`src/design/timer16_map.svh`:
```
`ifndef TIMER16_MAP_SVH
`define TIMER16_MAP_SVH

// register byte offsets on the bus
`define OFF_CONTROL    8'h00
`define OFF_COUNT_LOW  8'h04
`define OFF_COUNT_HIGH 8'h08
`define OFF_STATUS     8'h0C
`define OFF_PORT       8'h10

// reset values and the all-ones count at which the counter wraps
`define CONTROL_RESET  8'h00
`define PORT_RESET     4'h0
`define COUNT_RESET    16'h0000
`define COUNT_ALL_ONES 16'hFFFF

// control bits software may write; bit 6 is read-only status
`define CONTROL_WMASK  8'hBF

// status register fields
`define STAT_FLAG_BIT  0
`define STAT_IE_BIT    1

// port register fields
`define PORT_OUT_LSB   0
`define PORT_DIR_LSB   2

// instruction clock is the system clock divided by this
`define INSTR_DIV      4

`endif

```
`src/design/timer16_pkg.sv`:
```
package timer16_pkg;

  typedef struct packed {
    logic       wide_access_enable;
    logic       sysclk_from_lp_osc;
    logic [1:0] prescale_select;
    logic       lp_osc_enable;
    logic       no_sync_select;
    logic       source_select;
    logic       count_on;
  } timer_control_t;

  typedef struct packed {
    logic [7:0] addr;
    logic       write;
  } bus_req_t;

  typedef enum logic [1:0] {
    BUS_IDLE,
    BUS_WRITE,
    BUS_READ
  } bus_phase_t;

endpackage

```
`src/design/sync2.sv`:
```
module sync2 #(
  parameter int W = 1
) (
  input  wire logic         hclk,
  input  wire logic         hresetn,
  input  wire logic [W-1:0] d,
  output logic      [W-1:0] q
);

  logic [W-1:0] meta_reg;

  // first stage feeds only the second stage
  always_ff @(posedge hclk or negedge hresetn) begin
    if (!hresetn) begin
      meta_reg <= '0;
      q        <= '0;
    end else begin
      meta_reg <= d;
      q        <= meta_reg;
    end
  end

endmodule // sync2

```
`src/design/prescaler.sv`:
```
module prescaler (
  input  wire logic       hclk,
  input  wire logic       hresetn,
  input  wire logic       clear,
  input  wire logic       tick_in,
  input  wire logic [1:0] select,
  output logic            tick_out
);

  logic [2:0] cnt_reg;
  logic [2:0] mask;

  // 00 -> 1:1, 01 -> 1:2, 10 -> 1:4, 11 -> 1:8
  assign mask     = (select == 2'h3) ? 3'h7 : (select == 2'h2) ? 3'h3 :
                    (select == 2'h1) ? 3'h1 : 3'h0;
  assign tick_out = tick_in && ((cnt_reg & mask) == mask);

  always_ff @(posedge hclk or negedge hresetn) begin
    if (!hresetn) begin
      cnt_reg <= 3'h0;
    end else if (clear) begin
      cnt_reg <= 3'h0;
    end else if (tick_in) begin
      cnt_reg <= cnt_reg + 3'h1;
    end
  end
endmodule // prescaler

```
`src/design/timer16_top.sv`:
```
// What this block does
// - sixteen-bit counter, runs as timer on internal clock or counter of edges.
// - counter advances only while control bit 0 is set, else holds.
// - internal source increments once per instruction cycle, system clock over four.
// - external source counts rising edges of pin, or oscillator when enabled.
// - control bit 3 enables the low-power oscillator, clear shuts it off.
// - read-only bit 6 shows system clock comes from this oscillator.
// - oscillator enabled disables port logic on its pins, which read zero.
// - control bit 7 selects sixteen-bit access, clear gives two byte accesses.
// - in wide mode the high-byte address reaches a buffer, not the counter.
// - wide mode low-byte read copies live upper byte into the buffer.
// - wide high write fills buffer only; low write loads all sixteen bits.
// - wide mode gives no direct path to the live upper byte.
// - low-byte writes clear the prescaler, high-byte writes do not.
// - counter wraps all ones to zero, setting overflow flag; interrupt only when enabled.
// - compare trigger resets counter unless async counter; a write wins.
// - counter mode needs a falling edge before the first counted rising edge.
//
// The implementer's own choices: the AHB-Lite interface to the registers and the placing of the registers.
module timer16_top
  import timer16_pkg::*;
(
  input  wire logic        hclk,
  input  wire logic        hresetn,
  input  wire logic        hsel,
  input  wire logic [31:0] haddr,
  input  wire logic [1:0]  htrans,
  input  wire logic        hwrite,
  input  wire logic [2:0]  hsize,
  input  wire logic [31:0] hwdata,
  input  wire logic        hready,
  output logic      [31:0] hrdata,
  output logic             hreadyout,
  output logic             hresp,
  input  wire logic        ext_count_pin,
  input  wire logic        lp_osc_clk,
  input  wire logic        sysclk_from_lp_osc,
  input  wire logic        xtal_in_pin,
  input  wire logic        xtal_out_pin,
  input  wire logic        compare_trigger,
  output logic             lp_osc_enable,
  output logic             overflow_irq,
  output logic      [1:0]  xtal_pins_out,
  output logic      [1:0]  xtal_pins_oe
);

`include "timer16_map.svh"

  ////////////////////////////////////////////////////////////////////////////
  // bus slave

  function automatic logic hit(bus_req_t r, logic [7:0] off);
    return r.addr == off;
  endfunction

  bus_phase_t     phase_reg;
  bus_phase_t     phase_next;
  bus_req_t       req_reg;
  logic           addr_ok;
  logic           is_wr;
  logic           is_rd;
  logic           wr_ctrl;
  logic           wr_low;
  logic           wr_high;
  logic           wr_stat;
  logic           wr_port;
  logic           rd_low;
  logic [7:0]     wbyte;
  logic [7:0]     rbyte;

  // reads take one wait state so a write just committed is seen
  assign addr_ok    = hsel && htrans[1] && hready;
  assign phase_next = !addr_ok ? BUS_IDLE : (hwrite ? BUS_WRITE : BUS_READ);
  assign is_wr      = (phase_reg == BUS_WRITE);
  assign is_rd      = (phase_reg == BUS_READ);
  assign wbyte      = hwdata[7:0];
  assign wr_ctrl    = is_wr && hit(req_reg, `OFF_CONTROL);
  assign wr_low     = is_wr && hit(req_reg, `OFF_COUNT_LOW);
  assign wr_high    = is_wr && hit(req_reg, `OFF_COUNT_HIGH);
  assign wr_stat    = is_wr && hit(req_reg, `OFF_STATUS);
  assign wr_port    = is_wr && hit(req_reg, `OFF_PORT);
  assign rd_low     = is_rd && hit(req_reg, `OFF_COUNT_LOW);

  always_ff @(posedge hclk or negedge hresetn) begin
    if (!hresetn) begin
      phase_reg <= BUS_IDLE;
      req_reg   <= '0;
      hreadyout <= 1'b1;
      hresp     <= 1'b0;
      hrdata    <= 32'h0000_0000;
    end else begin
      phase_reg <= phase_next;
      hreadyout <= !(addr_ok && !hwrite);
      hresp     <= 1'b0;
      if (addr_ok) begin
        req_reg <= '{addr: haddr[7:0], write: hwrite};
      end
      if (is_rd) begin
        hrdata <= {24'h00_0000, rbyte};
      end
    end
  end

  ////////////////////////////////////////////////////////////////////////////
  // pin synchronisers

  logic [4:0] pins_s;
  logic       ext_pin_s;
  logic       lp_osc_s;
  logic       sysrun_s;
  logic [1:0] xtal_s;

  sync2 #(.W(5)) u_sync (
    .hclk    (hclk),
    .hresetn (hresetn),
    .d       ({xtal_out_pin, xtal_in_pin, sysclk_from_lp_osc, lp_osc_clk,
                ext_count_pin}),
    .q       (pins_s)
  );

  assign ext_pin_s = pins_s[0];
  assign lp_osc_s  = pins_s[1];
  assign sysrun_s  = pins_s[2];
  assign xtal_s    = pins_s[4:3];

  ////////////////////////////////////////////////////////////////////////////
  // control and port registers

  timer_control_t ctrl_reg;
  timer_control_t ctrl_next;
  logic [3:0]     port_reg;
  logic           prev_on_reg;

  assign ctrl_next = wr_ctrl ? timer_control_t'((wbyte & `CONTROL_WMASK) |
                                                (ctrl_reg & ~`CONTROL_WMASK))
                             : ctrl_reg;

  always_ff @(posedge hclk or negedge hresetn) begin
    if (!hresetn) begin
      ctrl_reg      <= timer_control_t'(`CONTROL_RESET);
      port_reg      <= `PORT_RESET;
      prev_on_reg   <= 1'b0;
      lp_osc_enable <= 1'b0;
      xtal_pins_out <= 2'h0;
      xtal_pins_oe  <= 2'h0;
    end else begin
      ctrl_reg                    <= ctrl_next;
      ctrl_reg.sysclk_from_lp_osc <= sysrun_s;
      prev_on_reg                 <= ctrl_reg.count_on;
      lp_osc_enable               <= ctrl_reg.lp_osc_enable;
      if (wr_port) begin
        port_reg <= wbyte[3:0];
      end
      // oscillator owns the pins: direction ignored, drivers off
      xtal_pins_oe  <= ctrl_reg.lp_osc_enable ? 2'h0
                     : port_reg[`PORT_DIR_LSB +: 2];
      xtal_pins_out <= ctrl_reg.lp_osc_enable ? 2'h0
                     : port_reg[`PORT_OUT_LSB +: 2];
    end
  end

  ////////////////////////////////////////////////////////////////////////////
  // count source, edge detect and prescale

  logic [1:0] quarter_reg;
  logic       int_tick;
  logic       ext_lvl;
  logic       ext_prev_reg;
  logic       rise;
  logic       fall;
  logic       armed_reg;
  logic       src_tick;
  logic       pre_in;
  logic       inc;
  logic       async_ext;

  assign int_tick  = (quarter_reg == 2'(`INSTR_DIV - 1));
  assign ext_lvl   = ctrl_reg.lp_osc_enable ? lp_osc_s : ext_pin_s;
  assign rise      = ext_lvl && !ext_prev_reg;
  assign fall      = !ext_lvl && ext_prev_reg;
  assign src_tick  = ctrl_reg.source_select ? (rise && armed_reg) : int_tick;
  assign pre_in    = ctrl_reg.count_on && src_tick;
  // no_sync only matters for the external source
  assign async_ext = ctrl_reg.source_select && ctrl_reg.no_sync_select;

  always_ff @(posedge hclk or negedge hresetn) begin
    if (!hresetn) begin
      quarter_reg  <= 2'h0;
      ext_prev_reg <= 1'b0;
      armed_reg    <= 1'b0;
    end else begin
      quarter_reg  <= quarter_reg + 2'h1;
      ext_prev_reg <= ext_lvl;
      // a falling edge that coincides with a disarm still arms
      if (fall) begin
        armed_reg <= 1'b1;
      end else if ((ctrl_reg.count_on && !prev_on_reg) || wr_low || wr_high) begin
        armed_reg <= 1'b0;
      end
    end
  end

  prescaler u_presc (
    .hclk     (hclk),
    .hresetn  (hresetn),
    .clear    (wr_low),
    .tick_in  (pre_in),
    .select   (ctrl_reg.prescale_select),
    .tick_out (inc)
  );

  ////////////////////////////////////////////////////////////////////////////
  // counter, buffer, overflow

  logic [15:0] count_reg;
  logic [15:0] count_next;
  logic [7:0]  buf_reg;
  logic        trig_ok;
  logic        any_wr;
  logic        ovf_set;
  logic        flag_reg;
  logic        ie_reg;
  logic        flag_clr;
  logic        wide;

  assign wide     = ctrl_reg.wide_access_enable;
  // async counter cannot be reset reliably by the compare unit
  assign trig_ok  = compare_trigger && !async_ext;
  assign any_wr   = wr_low || (wr_high && !wide);
  assign ovf_set  = inc && (count_reg == `COUNT_ALL_ONES) && !any_wr && !trig_ok;
  assign flag_clr = wr_stat && wbyte[`STAT_FLAG_BIT];

  // write beats trigger, trigger beats increment
  assign count_next = wr_low ? {(wide ? buf_reg : count_reg[15:8]), wbyte}
                    : (wr_high && !wide) ? {wbyte, count_reg[7:0]}
                    : trig_ok ? `COUNT_RESET
                    : inc ? count_reg + 16'h0001
                    : count_reg;

  always_ff @(posedge hclk or negedge hresetn) begin
    if (!hresetn) begin
      count_reg    <= `COUNT_RESET;
      buf_reg      <= 8'h00;
      flag_reg     <= 1'b0;
      ie_reg       <= 1'b0;
      overflow_irq <= 1'b0;
    end else begin
      count_reg <= count_next;
      if (wr_high && wide) begin
        buf_reg <= wbyte;
      end else if (rd_low && wide) begin
        buf_reg <= count_reg[15:8];
      end
      flag_reg     <= ovf_set || (flag_reg && !flag_clr);
      if (wr_stat) begin
        ie_reg <= wbyte[`STAT_IE_BIT];
      end
      overflow_irq <= flag_reg && ie_reg;
    end
  end

  // read data: high address shows the buffer in wide mode
  assign rbyte = hit(req_reg, `OFF_CONTROL)    ? ctrl_reg
               : hit(req_reg, `OFF_COUNT_LOW)  ? count_reg[7:0]
               : hit(req_reg, `OFF_COUNT_HIGH) ? (wide ? buf_reg : count_reg[15:8])
               : hit(req_reg, `OFF_STATUS)     ? {6'h00, ie_reg, flag_reg}
               : hit(req_reg, `OFF_PORT)       ? {2'h0,
                   (ctrl_reg.lp_osc_enable ? 2'h0 : xtal_s), port_reg}
               : 8'h00;
endmodule // timer16_top

```
`config.mk`:
```
export PLATFORM = sky130hd
export DESIGN_NAME = timer16_top
export DESIGN_NICKNAME = d
export VERILOG_FILES = /design/src/design/timer16_pkg.sv /design/src/design/sync2.sv /design/src/design/prescaler.sv /design/src/design/timer16_top.sv
export VERILOG_INCLUDE_DIRS = /design/src /design/src/design
export SDC_FILE = /design/constraint.sdc
export NUM_CORES = 1
export LEC_CHECK = 0
export BUFFER_PORTS_ARGS = -buffer_cell sky130_fd_sc_hd__buf_2
export CAP_MARGIN = 10
export CELL_PAD_IN_SITES_DETAIL_PLACEMENT = 0
export CELL_PAD_IN_SITES_GLOBAL_PLACEMENT = 1
export CORE_ASPECT_RATIO = 1.4
export CORE_UTILIZATION = 35
export DETAILED_ROUTE_END_ITERATION = 7
export PLACE_DENSITY = 0.79
export SLEW_MARGIN = 40
export SYNTH_ARGS = -nofsm -noshare
export SYNTH_HDL_FRONTEND = slang
export SYNTH_SLANG_ARGS = --single-unit
```
`constraint.sdc`:
```
create_clock -name hclk -period 5.25 [get_ports hclk]
set_input_delay 0.2625 -clock hclk [delete_from_list [all_inputs] [get_ports hclk]]
set_output_delay 0.2625 -clock hclk [all_outputs]
set_load 0.02 [all_outputs]
```
==> reports/results.md <==
## Synthesis
- **top cell type's share of synthesized area** 0.471
- **cells taking the most area after synthesis** sky130_fd_sc_hd__dfrtp_1, sky130_fd_sc_hd__mux2_2, sky130_fd_sc_hd__buf_4, sky130_fd_sc_hd__mux2i_1, sky130_fd_sc_hd__nor2_1
- **mean instance size in the synthesized netlist** 10.4 sq um
- **number of distinct library cells after synthesis** 68
- **dominant cell by count in the synthesized netlist** sky130_fd_sc_hd__dfrtp_1
- **Cell Area, Synth** 4250 sq um
- **number of warnings printed during yosys synthesis** 0
- **largest area contributor in the netlist** sky130_fd_sc_hd__dfrtp_1
- **top cells by instance count after synthesis** sky130_fd_sc_hd__dfrtp_1, sky130_fd_sc_hd__mux2_2, sky130_fd_sc_hd__nor2_1
- **Post-Syn Instances** 410
- **sequential cell area fraction in the yosys report** 0.477
- **EDFF count, synth** 0
- **FFs w/ async S/R, synth** 1.00
- **Post-synth top flop** sky130_fd_sc_hd__dfrtp_1
- **FF+latch count, synth** 81

## Clock network
- **number of CTS-inserted buffers** 9
- **buffers from clock root to sink, at most** 2
- **Clk Latency, worst-skew pair** 0.34 ns
- **CTS root buffer** sky130_fd_sc_hd__clkbuf_16
- **clock sinks** 81
- **clock edge transition at the registers on the reported setup and hold paths** 0.07 ns
- **TritonCTS clock tree** yes
- **number of H-tree branching levels** 3
- **# Post-CTS Setup Buffers** 0

## Setup path
- **sort of element at the start of the critical path** flop
- **required time of the critical path** 5.43 ns
- **Critical Path AT** 2.94 ns
- **capturing element type of the critical path** flop
- **kind of critical path** reg2reg
- **internal reg-to-reg setup slack** 2.49 ns
- **largest driver fanout on the critical path** 18

## Timing
- **unrepaired setup endpoints after global routing** no
- **Fin Clk Skew** 0.00902 ns
- **number of failing setup endpoints in the final timing report** 0
- **sum of negative setup slack** 0 ns
- **tightest slew margin relative to the limit** 0.452
- **Period Utilization, post-route** 0.525
- **post-route setup slack** 2.49 ns
- **Hold Fails Final Rpt** 0
- **Max Fclk** 0.363 GHz
- **Least-Margin Pin Slew** 0.816 ns
- **minimum period implied by the final worst setup slack** 2.76 ns
- **Pins Over Slew Limit** 0
- **minimum hold slack** 0.0194 ns

## Drt
- **Vias** 3,320
- **Total Wirelength** 10.8 mm
- **Iter 0 DRT Violations** 276
- **remaining number of nets flagged by the antenna check after routing** 0
- **detailed-routing iteration count for the pre-antenna-repair pass** 4
- **count of unresolved DRC violations after routing** 0
- **wire length per cell after detailed routing** 18.2 um
- **Via-to-Cell Ratio** 5.56

## Die
- **Die Area** 12,600 sq um
- **Chip Height** 132 um
- **Die Width** 95.2 um
- **number of standard-cell rows in the floorplan** 47
- **number of top-level design ports** 120
- **core area** 11,800 sq um
- **Starting Density** 0.360

## Place
- **placed insts** 579
- **post-placement worst setup slack** 2.58 ns
- **routability congestion estimate** 0.868
- **number of I/O port buffers** 42
- **placed wire-length estimate** 7.82 mm

## Global route
- **grt total ovfl** 0
- **via count of the first global-routing pass** 3,220
- **first-pass GRT wire length** 17.3 mm
- **number of antenna violations at the first check in global routing** 0
- **largest net degree at the start of global routing** 82
- **total routing resource utilization after global routing** 0.183

## Pwr
- **maximum resistive drop on vdd** 176 uV
- **P_leak** 2.19 nW
- **power per cell area** 321 nW/um^2
- **post-route total power** 0.00154 W

## Final layout
- **area added between synthesis and finish** 13.0%
- **final net count** 528
- **final cell count without fillers** 597
- **flip-flop count of the largest register, all copies and words added** 16
- **count of antenna diodes in the layout** 0
- **ratio of cells with drive above 1 in the final layout** 0.218

## Job
- **Max-cap violations** 0

## Run status
- **run status** completed

## Min path
- **class of the worst hold path** in2reg

==> cells in the final DEF, fill, tap and decap left out, types with 4 or more instances in the layout <==
| cell | netlist | layout |
|---|---|---|
| sky130_fd_sc_hd__o21ai_0 | 16 | 16 |
| sky130_fd_sc_hd__a31oi_1 | 4 | 4 |
| sky130_fd_sc_hd__a2bb2oi_1 | 8 | 8 |
| sky130_fd_sc_hd__inv_1 | 13 | 13 |
| sky130_fd_sc_hd__buf_2 | 4 | 41 |
| sky130_fd_sc_hd__and3_1 | 6 | 6 |
| sky130_fd_sc_hd__nand2_1 | 23 | 23 |
| sky130_fd_sc_hd__a32oi_1 | 4 | 4 |
| sky130_fd_sc_hd__and2_1 | 5 | 5 |
| sky130_fd_sc_hd__a21oi_1 | 19 | 19 |
| sky130_fd_sc_hd__mux2i_1 | 12 | 12 |
| sky130_fd_sc_hd__nand4_1 | 6 | 6 |
| sky130_fd_sc_hd__nand3_1 | 12 | 12 |
| sky130_fd_sc_hd__mux2_2 | 27 | 27 |
| sky130_fd_sc_hd__a22oi_1 | 9 | 9 |
| sky130_fd_sc_hd__a32o_1 | 4 | 4 |
| sky130_fd_sc_hd__clkbuf_16 | 0 | 9 |
| sky130_fd_sc_hd__nor3_1 | 4 | 4 |
| sky130_fd_sc_hd__nand2b_1 | 8 | 8 |
| sky130_fd_sc_hd__conb_1 | 1 | 25 |
| sky130_fd_sc_hd__o22ai_1 | 6 | 6 |
| sky130_fd_sc_hd__nor2_1 | 26 | 26 |
| sky130_fd_sc_hd__nor2b_1 | 10 | 10 |
| sky130_fd_sc_hd__dfrtp_1 | 80 | 80 |
==> per-stage QoR <==
stage | utilization | instance area, sq um
global route | 0.407 | 4810
detailed placement | 0.379 | 4480
floorplan | - | 4340
CTS | 0.404 | 4780
finish | 0.407 | 4810
global placement | 0.378 | 4470
==> timing repair <==
item | 4_1_cts | 5_1_grt
endpoints found under the hold margin | 5 | 0
hold buffers | 1 | 0
gates resized for setup | 0 | 0
==> power breakdown <==
group | internal [W] | switching (W)
Clock | 0.000349 | 0.000258
Sequential | 0.000669 | 0.0000620
Combinational | 0.0000843 | 0.000119
==> final timing paths <==
| kind | startpoint | end | cells after the start |
|---|---|---|---|
| min reg2reg | u_sync.meta_reg[4] | u_sync.q[4] | 0 |
| min in group asynchronous | hresetn | buf_reg[4] | 2 |
| max in group asynchronous | hresetn | ctrl_reg[6] | 3 |
| max reg2reg | req_reg[5] | buf_reg[1] | 5 |
| min | xtal_in_pin | u_sync.meta_reg[3] | 1 |
| max | req_reg[5] | buf_reg[1] | 5 |
==> critical path, stage by stage (launching register included) <==
cell	delay [ns]
sky130_fd_sc_hd__dfrtp_1	0.58
sky130_fd_sc_hd__or4_4	0.63
sky130_fd_sc_hd__nor2_1	0.34
sky130_fd_sc_hd__nand3_1	0.60
sky130_fd_sc_hd__nand3_1	0.29
sky130_fd_sc_hd__o221ai_1	0.14
==> cells by family after synthesis <==
group | after synthesis | synth area share
muxes | 39 | 0.0997
DFF | 81 | 0.477
and+or+nand+nor | 118 | 0.154
buffers and inverters | 59 | 0.0771
AOI/OAI and AO/OA | 107 | 0.179
xor gates and xnor gates | 2 | 0.00412
adders and majority gates | 3 | 0.00882
other | 1 | 0.000882
==> layer usage <==
layer,global-route usage,share of wire
met3,0.0362,0.043
met5,0,0
met4,0.112,0.051
met2,0.294,0.50
met1,0.223,0.41
==> cell type report <==
class | instances | area, sq um
Tap cell | 147 | 184
Fill cell | 1157 | 7010
Sequential cell | 81 | 2030
Inverter | 14 | 52.6
Clock buffer | 11 | 253
Multi-Input combinational cell | 294 | 1990
Timing Repair Buffer | 45 | 262
Clock inverter | 5 | 38.8
(Power assumes the default switching activity.)
